`config.mk`:
```
export PLATFORM = sky130hd
export DESIGN_NAME = adc_chop_standby_detect_ctrl
export DESIGN_NICKNAME = d
export VERILOG_FILES = /design/src/rtl/adc_chop_standby_detect_ctrl.v
export VERILOG_INCLUDE_DIRS = /design/src /design/src/rtl
export SDC_FILE = /design/constraint.sdc
export NUM_CORES = 1
export LEC_CHECK = 0
export ABC_CLOCK_PERIOD_IN_PS = 4500
export BUFFER_PORTS_ARGS = -buffer_cell sky130_fd_sc_hd__buf_2
export CAP_MARGIN = 40
export CORE_AREA = 5 5 220 222
export CTS_BUF_LIST = sky130_fd_sc_hd__clkbuf_8
export CTS_CLUSTER_SIZE = 10
export DETAILED_ROUTE_END_ITERATION = 16
export DIE_AREA = 0 0 225 227
export PLACE_DENSITY = 0.68
export REMOVE_ABC_BUFFERS = 1
export SETUP_SLACK_MARGIN = 0.5
export SYNTH_ARGS = -nofsm -noshare
export SYNTH_HDL_FRONTEND = slang
export SYNTH_SLANG_ARGS = --single-unit
```
`constraint.sdc`:
```
create_clock -name i_mclk -period 4.5 [get_ports i_mclk]
set_input_delay 0.45 -clock i_mclk [delete_from_list [all_inputs] [get_ports i_mclk]]
set_output_delay 0.45 -clock i_mclk [all_outputs]
set_load 0.005 [all_outputs]
```
`src/rtl/adc_ctrl_map.vh`:
```
`ifndef ADC_CTRL_MAP_VH
`define ADC_CTRL_MAP_VH
// ==========================================
// Clock and timing
`define MCLK_NS         32'd8
`define RST_PULSE_NS    32'd16000
`define SETTLE_TICKS    17'h0_002C
`define WAKE_TICKS      4'h8
`define CONV_MULT       17'h0_0003
`define OSR_BASE        17'h0_0080
`define DLY_BASE        17'h0_0002
// ==========================================
// Power levels
`define PWR_HIGH_RES    2'h3
`define PWR_REDUCED     2'h1
`define PWR_MINIMAL     2'h0
// ==========================================
// Commands
`define CMD_STANDBY     16'h0022
`define CMD_WAKEUP      16'h0033
`define STATUS_WORD     16'h0500
// ==========================================
// Detect window lengths in samples
`define WIN_L0          12'h080
`define WIN_L1          12'h100
`define WIN_L2          12'h200
`define WIN_L3          12'h300
`define WIN_L4          12'h400
`define WIN_L5          12'h600
`define WIN_L6          12'h800
`define WIN_L7          12'hE00
`endif

```
`src/rtl/adc_chop_standby_detect_ctrl.v`:
```
`timescale 1ns/1ps
`include "adc_ctrl_map.vh"

// Contract
// - Alternate polarity, average consecutive opposite pairs
// - Reset filter on every polarity swap
// - Delay field selects 2 to 65536 ticks
// - Steady period is delay plus 3*OVERSAMPLING_RATIO
// - Data ready falls on each chopped result
// - Restart on sync fall or OVERSAMPLING_RATIO change
// - First result: two delays, 6*OVERSAMPLING_RATIO, 44
// - Phase calibration ignored while chopping
// - DC test yields nothing while chopping
// - Two-bit power level, both conversion modes
// - Standby command disables channels, keeps settings
// - Wakeup starts sampling after 8 ticks
// - Detect entry only by short pulse in standby
// - Detect compares magnitude, notifies, returns standby
// - Detect runs on oscillator, results stay internal
// - Threshold is 24 bits from two registers
// - Three-bit length selects 128 to 3584
// - Three-bit count sets hits for detection
// - All-channels bit selects all or any
// - Detect enable gates, channel enables select
// - SPI mode 1 full-duplex slave
// - Long sync low resets until high
module adc_chop_standby_detect_ctrl (
  // Clock and reset
  input  wire        i_mclk,
  input  wire        i_srst,
  // Pins from the host
  input  wire        i_converter_clock_in,
  input  wire        i_sync_reset_n,
  input  wire        i_sclk,
  input  wire        i_cs_n,
  input  wire        i_din,
  input  wire        i_osc_clk,
  // Pins to the host
  output reg         o_dout,
  output wire        o_dout_oe,
  output reg         o_data_ready_n,
  // Configuration
  input  wire        i_chop_enable,
  input  wire [3:0]  i_chop_delay_sel,
  input  wire [2:0]  i_oversampling_ratio,
  input  wire [1:0]  i_power_level_sel,
  input  wire        i_dc_test_sel,
  input  wire [2:0]  i_channel_enable,
  input  wire        i_detect_enable,
  input  wire [15:0] i_threshold_upper_reg,
  input  wire [7:0]  i_threshold_lower_reg,
  input  wire [2:0]  i_detect_window_len,
  input  wire [2:0]  i_detect_hit_count,
  input  wire        i_detect_require_all,
  // Analog front end
  input  wire [71:0] i_filter_data,
  input  wire [71:0] i_detect_data,
  input  wire        i_detect_valid,
  output reg         o_polarity_swapped,
  output reg         o_filter_reset,
  output reg         o_detect_convert,
  output reg  [2:0]  o_channels_active,
  output reg  [1:0]  o_power_level,
  output reg         o_analog_powered,
  output reg         o_phase_cal_apply,
  output reg         o_device_reset,
  output reg  [71:0] o_result
);

  localparam [3:0] ST_RUN     = 4'b0001;
  localparam [3:0] ST_STANDBY = 4'b0010;
  localparam [3:0] ST_WAKE    = 4'b0100;
  localparam [3:0] ST_DETECT  = 4'b1000;
  localparam [2:0] CP_SETTLE  = 3'b001;
  localparam [2:0] CP_DELAY   = 3'b010;
  localparam [2:0] CP_CONV    = 3'b100;
  localparam [31:0] RST_CYC_W = (`RST_PULSE_NS + `MCLK_NS - 32'd1) / `MCLK_NS;
  localparam [11:0] RST_CYC   = RST_CYC_W[11:0];

  // ==========================================
  // Pin synchronisers
  reg  [5:0]  sync1;
  reg  [5:0]  sync2;
  reg  [5:0]  sync3;
  wire        cs_n     = sync2[0];
  wire        sclk_ris = sync2[1] & ~sync3[1];
  wire        sclk_fal = ~sync2[1] & sync3[1];
  wire        din      = sync2[2];
  wire        mod_tick = sync2[3] & ~sync3[3];
  wire        syn_fal  = ~sync2[4] & sync3[4];
  wire        syn_ris  = sync2[4] & ~sync3[4];
  wire        osc_tick = sync2[5] & ~sync3[5];
  wire        cs_fal   = ~sync2[0] & sync3[0];
  wire        cs_ris   = sync2[0] & ~sync3[0];

  always @(posedge i_mclk) begin
    if (i_srst) begin
      sync1 <= 6'h3_5;
      sync2 <= 6'h3_5;
      sync3 <= 6'h3_5;
    end else begin
      sync1 <= {i_osc_clk, i_sync_reset_n, i_converter_clock_in, i_din, i_sclk, i_cs_n};
      sync2 <= sync1;
      sync3 <= sync2;
    end
  end

  // ==========================================
  // Helpers
  function [23:0] mag;
    input [23:0] d;
    mag = d[23] ? (~d + 24'h00_0001) : d;
  endfunction

  function [11:0] win_len;
    input [2:0] sel;
    case (sel)
      3'd0:    win_len = `WIN_L0;
      3'd1:    win_len = `WIN_L1;
      3'd2:    win_len = `WIN_L2;
      3'd3:    win_len = `WIN_L3;
      3'd4:    win_len = `WIN_L4;
      3'd5:    win_len = `WIN_L5;
      3'd6:    win_len = `WIN_L6;
      default: win_len = `WIN_L7;
    endcase
  endfunction

  wire [16:0] osr_ticks = `OSR_BASE << i_oversampling_ratio;
  wire [16:0] conv_len  = i_chop_enable ? osr_ticks * `CONV_MULT : osr_ticks;
  wire [16:0] dly_len   = `DLY_BASE << i_chop_delay_sel;
  wire [23:0] thresh    = {i_threshold_upper_reg, i_threshold_lower_reg};
  wire [3:0]  need_hits = {1'b0, i_detect_hit_count} + 4'h1;

  // ==========================================
  // SPI mode 1 slave: launch on rise, sample on fall
  reg  [87:0] tx_sh;
  reg  [15:0] rx_sh;
  reg  [4:0]  rx_cnt;
  wire        cmd_done = cs_ris & rx_cnt[4];
  wire        cmd_stby = cmd_done & (rx_sh == `CMD_STANDBY);
  wire        cmd_wake = cmd_done & (rx_sh == `CMD_WAKEUP);

  assign o_dout_oe = ~cs_n;

  always @(posedge i_mclk) begin
    if (i_srst) begin
      tx_sh  <= 88'h0;
      rx_sh  <= 16'h0000;
      rx_cnt <= 5'h00;
      o_dout <= 1'b0;
    end else if (cs_fal) begin
      tx_sh  <= {`STATUS_WORD, o_result};
      rx_cnt <= 5'h00;
    end else if (!cs_n) begin
      if (sclk_ris) begin
        o_dout <= tx_sh[87];
        tx_sh  <= {tx_sh[86:0], 1'b0};
      end
      if (sclk_fal && !rx_cnt[4]) begin
        rx_sh  <= {rx_sh[14:0], din};
        rx_cnt <= rx_cnt + 5'h01;
      end
    end
  end

  // ==========================================
  // Sync/reset pin: long low resets, short low synchronises
  reg  [11:0] low_cnt;
  wire        short_pulse = syn_ris & (low_cnt < RST_CYC);

  always @(posedge i_mclk) begin
    if (i_srst) begin
      low_cnt        <= 12'h000;
      o_device_reset <= 1'b0;
    end else if (!sync2[4]) begin
      if (low_cnt < RST_CYC)
        low_cnt <= low_cnt + 12'h001;
      else
        o_device_reset <= 1'b1;
    end else begin
      low_cnt        <= 12'h000;
      o_device_reset <= 1'b0;
    end
  end

  // ==========================================
  // Current-detect counters
  reg  [3:0]  hits [0:2];
  reg  [11:0] samp_cnt;
  wire [2:0]  flag;
  wire        win_end = i_detect_valid & (samp_cnt == win_len(i_detect_window_len) - 12'h001);
  wire        any_hit = |(flag & i_channel_enable);
  wire        all_hit = (&(flag | ~i_channel_enable)) & (|i_channel_enable);
  wire        detected = i_detect_require_all ? all_hit : any_hit;

  // ==========================================
  // Mode state machine
  reg  [3:0]  state;
  reg  [3:0]  wake_cnt;
  reg  [2:0]  cp;
  reg  [16:0] cnt;
  reg  [2:0]  last_osr;
  reg         last_chop;
  reg         have_half;
  reg  [71:0] half;
  reg         data_ready_n_drop;
  wire        restart = syn_fal | (last_osr != i_oversampling_ratio)
                        | (last_chop != i_chop_enable);
  wire        publish_ok = ~(i_chop_enable & i_dc_test_sel);
  wire [71:0] avg;
  genvar g;
  generate
    for (g = 0; g < 3; g = g + 1) begin : ch
      wire [24:0] sum = {half[g*24+23], half[g*24 +: 24]}
                        + {i_filter_data[g*24+23], i_filter_data[g*24 +: 24]};
      assign avg[g*24 +: 24] = sum[24:1];
      assign flag[g] = (hits[g] >= need_hits);

      always @(posedge i_mclk) begin
        if (i_srst || state != ST_DETECT || win_end || detected)
          hits[g] <= 4'h0;
        else if (i_detect_valid && i_channel_enable[g] && !flag[g]
                 && mag(i_detect_data[g*24 +: 24]) > thresh)
          hits[g] <= hits[g] + 4'h1;
      end
    end
  endgenerate

  always @(posedge i_mclk) begin
    if (i_srst || state != ST_DETECT || win_end || detected)
      samp_cnt <= 12'h000;
    else if (i_detect_valid)
      samp_cnt <= samp_cnt + 12'h001;
  end
  // Detect conversions are paced only by the internal oscillator
  always @(posedge i_mclk) begin
    if (i_srst)
      o_detect_convert <= 1'b0;
    else
      o_detect_convert <= (state == ST_DETECT) & osc_tick;
  end

  always @(posedge i_mclk) begin
    if (i_srst) begin
      state              <= ST_RUN;
      wake_cnt           <= 4'h0;
      cp                 <= CP_SETTLE;
      cnt                <= 17'h0_0000;
      last_osr           <= 3'h0;
      last_chop          <= 1'b0;
      have_half          <= 1'b0;
      half               <= 72'h0;
      o_result           <= 72'h0;
      o_polarity_swapped <= 1'b0;
      o_filter_reset     <= 1'b0;
      o_data_ready_n     <= 1'b1;
      data_ready_n_drop          <= 1'b0;
      o_channels_active  <= 3'h0;
      o_power_level      <= `PWR_MINIMAL;
      o_analog_powered   <= 1'b0;
      o_phase_cal_apply  <= 1'b0;
    end else begin
      last_osr          <= i_oversampling_ratio;
      last_chop         <= i_chop_enable;
      o_filter_reset    <= 1'b0;
      o_power_level     <= i_power_level_sel;
      o_phase_cal_apply <= ~i_chop_enable & (state == ST_RUN);
      o_analog_powered  <= (state == ST_RUN) | (state == ST_WAKE);
      o_channels_active <= (state == ST_RUN) ? i_channel_enable : 3'h0;
      // Pull high one cycle so a result that is still unread makes a fresh edge
      if (data_ready_n_drop) begin
        o_data_ready_n <= 1'b0;
        data_ready_n_drop      <= 1'b0;
      end else if (cs_ris && state != ST_STANDBY) begin
        o_data_ready_n <= 1'b1;
      end
      if (o_device_reset) begin
        state     <= ST_RUN;
        cp        <= CP_SETTLE;
        cnt       <= 17'h0_0000;
        have_half <= 1'b0;
        o_polarity_swapped <= 1'b0;
      end else begin
        case (state)
          ST_RUN: begin
            if (cmd_stby)
              state <= ST_STANDBY;
            else if (restart) begin
              cp                 <= i_chop_enable ? CP_SETTLE : CP_CONV;
              cnt                <= 17'h0_0000;
              have_half          <= 1'b0;
              o_polarity_swapped <= 1'b0;
              o_filter_reset     <= 1'b1;
            end else if (mod_tick) begin
              cnt <= cnt + 17'h0_0001;
              case (cp)
                CP_SETTLE: begin
                  if (cnt == `SETTLE_TICKS - 17'h0_0001) begin
                    cp  <= CP_DELAY;
                    cnt <= 17'h0_0000;
                  end
                end
                CP_DELAY: begin
                  if (cnt == dly_len - 17'h0_0001) begin
                    cp  <= CP_CONV;
                    cnt <= 17'h0_0000;
                  end
                end
                CP_CONV: begin
                  if (cnt == conv_len - 17'h0_0001) begin
                    cnt <= 17'h0_0000;
                    if (!i_chop_enable) begin
                      o_result       <= i_filter_data;
                      o_data_ready_n <= ~o_data_ready_n;
                      data_ready_n_drop      <= ~o_data_ready_n;
                    end else begin
                      half      <= i_filter_data;
                      have_half <= 1'b1;
                      cp        <= CP_DELAY;
                      o_polarity_swapped <= ~o_polarity_swapped;
                      o_filter_reset     <= 1'b1;
                      if (have_half && publish_ok) begin
                        o_result       <= avg;
                        o_data_ready_n <= ~o_data_ready_n;
                        data_ready_n_drop      <= ~o_data_ready_n;
                      end
                    end
                  end
                end
                default: cp <= CP_SETTLE;
              endcase
            end
          end
          ST_STANDBY: begin
            if (cmd_wake) begin
              state    <= ST_WAKE;
              wake_cnt <= 4'h0;
            end else if (short_pulse && i_detect_enable) begin
              state          <= ST_DETECT;
              o_data_ready_n <= 1'b1;
            end
          end
          ST_WAKE: begin
            if (cmd_stby)
              state <= ST_STANDBY;
            else if (mod_tick) begin
              wake_cnt <= wake_cnt + 4'h1;
              if (wake_cnt == `WAKE_TICKS - 4'h1) begin
                state              <= ST_RUN;
                cp                 <= i_chop_enable ? CP_SETTLE : CP_CONV;
                cnt                <= 17'h0_0000;
                have_half          <= 1'b0;
                o_polarity_swapped <= 1'b0;
                o_filter_reset     <= 1'b1;
              end
            end
          end
          ST_DETECT: begin
            if (!i_detect_enable || cmd_stby)
              state <= ST_STANDBY;
            else if (detected) begin
              o_data_ready_n <= 1'b0;
              state          <= ST_STANDBY;
            end
          end
          default: state <= ST_RUN;
        endcase
      end
    end
  end

endmodule

```
==> results.json <==
{
  "status": "complete, no violations",
  "synth.ff_latch_count": 353,
  "track_usage": 0.232,
  "die_h_um": 227,
  "layout_common_cells": "dfxtp_1, nand2_1, nor2_1",
  "setup_tns_ns": 0,
  "hold_depth": 3,
  "yosysSeqAreaShare": 0.328,
  "dr.pass1.iters": 7,
  "synth-adder-area-share": 0.101,
  "syn_inst": 2702,
  "slew_viol_final": 0,
  "arrival_ns": 4.22,
  "synthArstFlopShare": 0,
  "worstSetupEndpointType": "register",
  "synthTopCellsByArea": "dfxtp_1, ha_1, nand2_1",
  "yosys.area_share.simple": 0.214,
  "critPathBufInv": 2,
  "p_leak_uw": 0.0106,
  "ys_types": 86,
  "ant_nets": 0,
  "wl_per_cell_um": 17.3,
  "die_x_um": 225,
  "hold_class": "in2reg",
  "timing.final.crit_share": 0.852,
  "startpoint_type": "input port",
  "finalHoldViolCount": 0,
  "clkLatencyLatePin_ns": 0.66,
  "fin_skew_ns": 0.0365,
  "synthesis.area_um2": 21900,
  "muxShareOfSynthArea": 0.0179,
  "p_per_area_nw_per_um2": 292,
  "drt_iter0_markers": 1748,
  "vias": 20900,
  "wirelength_met1_um": 26300,
  "clockBufferDepth": 3,
  "crit_fanout": 4,
  "core_um2": 46200,
  "grt_pass1_wl_um": 99400,
  "ir_drop_uv": 213,
  "synth_top_area_share": 0.311,
  "setup_viol": 0,
  "grt_pass1_vias": 19900,
  "yosys_warnings": 0,
  "avgViaCountPerCell": 5.79,
  "drv_cap": 0,
  "initial_core_util": 0.475,
  "root_buffer": "clkbuf_8",
  "met3WireLength_um": 4580,
  "worstMarginPinSlew_ns": 0.998,
  "met2WireLength_um": 29700,
  "clock-sinks": 353,
  "finalWirelength_um": 62300,
  "cp_top_family": "simple AND/OR/NAND/NOR gates",
  "period_minus_slack_ns": 3.83,
  "drive_above_1_share": 0.158,
  "slew_headroom": 0.335,
  "fin_nets": 3316,
  "cp_slowest_stage_delay_ns": 0.43,
  "hpwl_um": 45300,
  "htreeDepth": 2,
  "r2r_cells": 10,
  "pin_count": 285,
  "routed.top_layer": "met5",
  "synth_top_family_by_area": "compound AO/OA/AOI/OAI gates",
  "rows": 79,
  "grt_max_degree": 233,
  "antenna_found_initial": 12,
  "grt_remaining_overflow": 0,
  "synth_compound_area_frac": 0.225,
  "crit_chain": "buf_2, inv_1, nand2_1, or4_4, or2_2, nand2b_4, or3_4, nand2b_4, o31ai_2, xnor2_1, ha_1, nand4_1, nor2_2, nand2_1, or3_1, o311a_1, a21o_1",
  "route.detailed.drc": 0,
  "path_clk_slew_ns": 0.06,
  "fmax_ghz": 0.261,
  "area_growth_pct": 15.8,
  "crit_type": "in2reg",
  "gp_congestion": 0.940,
  "slowest_stage": "or4_4",
  "rsz0062_at_grt": "false",
  "yosysTopAreaCell": "dfxtp_1",
  "cp.depth": 17,
  "cts_tree": "done",
  "fin_hold_ws_ns": 0.0498,
  "layout_commonest_cell": "dfxtp_1",
  "syn-mean-instance-area_um2": 8.11,
  "floorplan.die_area_um2": 51100,
  "synth_edf_count": 12,
  "io_buffers": 284,
  "crit_required_ns": 4.88,
  "numCtsBuffers": 61,
  "synth-xor-area-share": 0.0707,
  "r2r_slack_ns": 1.11,
  "synthFlopType": "dfxtp_1"
}
[path summary, 6_finish.rpt]
check,from,end
setup / recovery,i_detect_data[49],hits[2][2]
hold / removal,i_filter_data[46],half[46]
setup reg to reg,half[26],o_result[46]
hold reg to reg,sync3[5],o_detect_convert
[cell families after synthesis]
| logic type | count (synthesis) |
|---|---|
| AND/OR/NAND/NOR | 993 |
| AO/OA/AOI/OAI | 721 |
| flip-flops | 353 |
| buffers and inverters | 244 |
| XOR/XNOR | 177 |
| adder cells (fa/ha/maj) | 175 |
| multiplexers | 39 |
[power by group]
part           leakage [uW]  internal (uW)  switching [uW]
Combinational       0.00696            438             611
Clock              0.000751           1820            1340
Sequential          0.00290           3170            22.4
Total                0.0106           5430            1980
[metal layers]
metal	track usage	vias to the layer above
met4	0.0746	16
met3	0.0512	121
li1	-	10300
met2	0.397	611
met5	0	-
met1	0.292	9820
[worst min-delay path, stage by stage]
cell and delay, ns:
buf_2 0.11, nand2_1 0.05, a21oi_1 0.05
[flip-flops by register name, summed over array words and instances (netlist names), 2 cells and up]
register,count
state,4
rx_sh,16
cnt,17
wake_cnt,4
sync2,6
last_osr,3
o_channels_active,3
samp_cnt,12
low_cnt,12
half,72
rx_cnt,5
cp,3
sync1,6
sync3,5
o_result,72
o_power_level,2
hits,12
tx_sh,88
[through the flow]
| stage | setup WS [ns] | std cells | power (uW) | instance area [um2] | util |
|---|---|---|---|---|---|
| finish | 0.666 | 3605 | 7410 | 25400 | 0.550 |
| global route | 0.510 | 3602 | 7760 | 25400 | 0.550 |
| CTS | 0.558 | 3598 | 7490 | 25300 | 0.548 |
| detailed placement | -0.121 | 3481 | 4290 | 23900 | 0.518 |
| global placement | -0.0563 | 3479 | 4260 | 23900 | 0.518 |
| floorplan | -4.30 | 2548 | 3880 | 21300 | - |
[cells in the mapped netlist, types with 31 or more instances]
cell / count
clkbuf_1: 112
nand3_1: 51
nand2_1: 331
a21oi_1: 238
mux2i_1: 38
inv_1: 86
a21o_1: 71
xor2_1: 49
nand4_1: 39
a211oi_1: 69
nor2b_1: 34
xnor2_1: 128
nand2b_1: 41
nor3_1: 44
dfxtp_1: 341
a222oi_1: 71
nor2_1: 292
ha_1: 171
o21ai_0: 70
buf_2: 31
[layout make-up]
class	instances	area, um2
multi-input combinational	2105	13800
fill	4236	20800
inverter	90	338
antenna	6	15.0
timing repair buffer	332	1890
tap	607	759
clock buffer	77	1060
clock inverter	35	285
sequential	353	7190
[timing repair]
action,CTS,global route
gates resized for setup,0,8
buffers inserted,0,1
hold buffers,5,0
endpoints found under the setup margin,0,12
endpoints found under the hold margin,5,0
No activity file was read; power rests on OpenSTA's default activity.
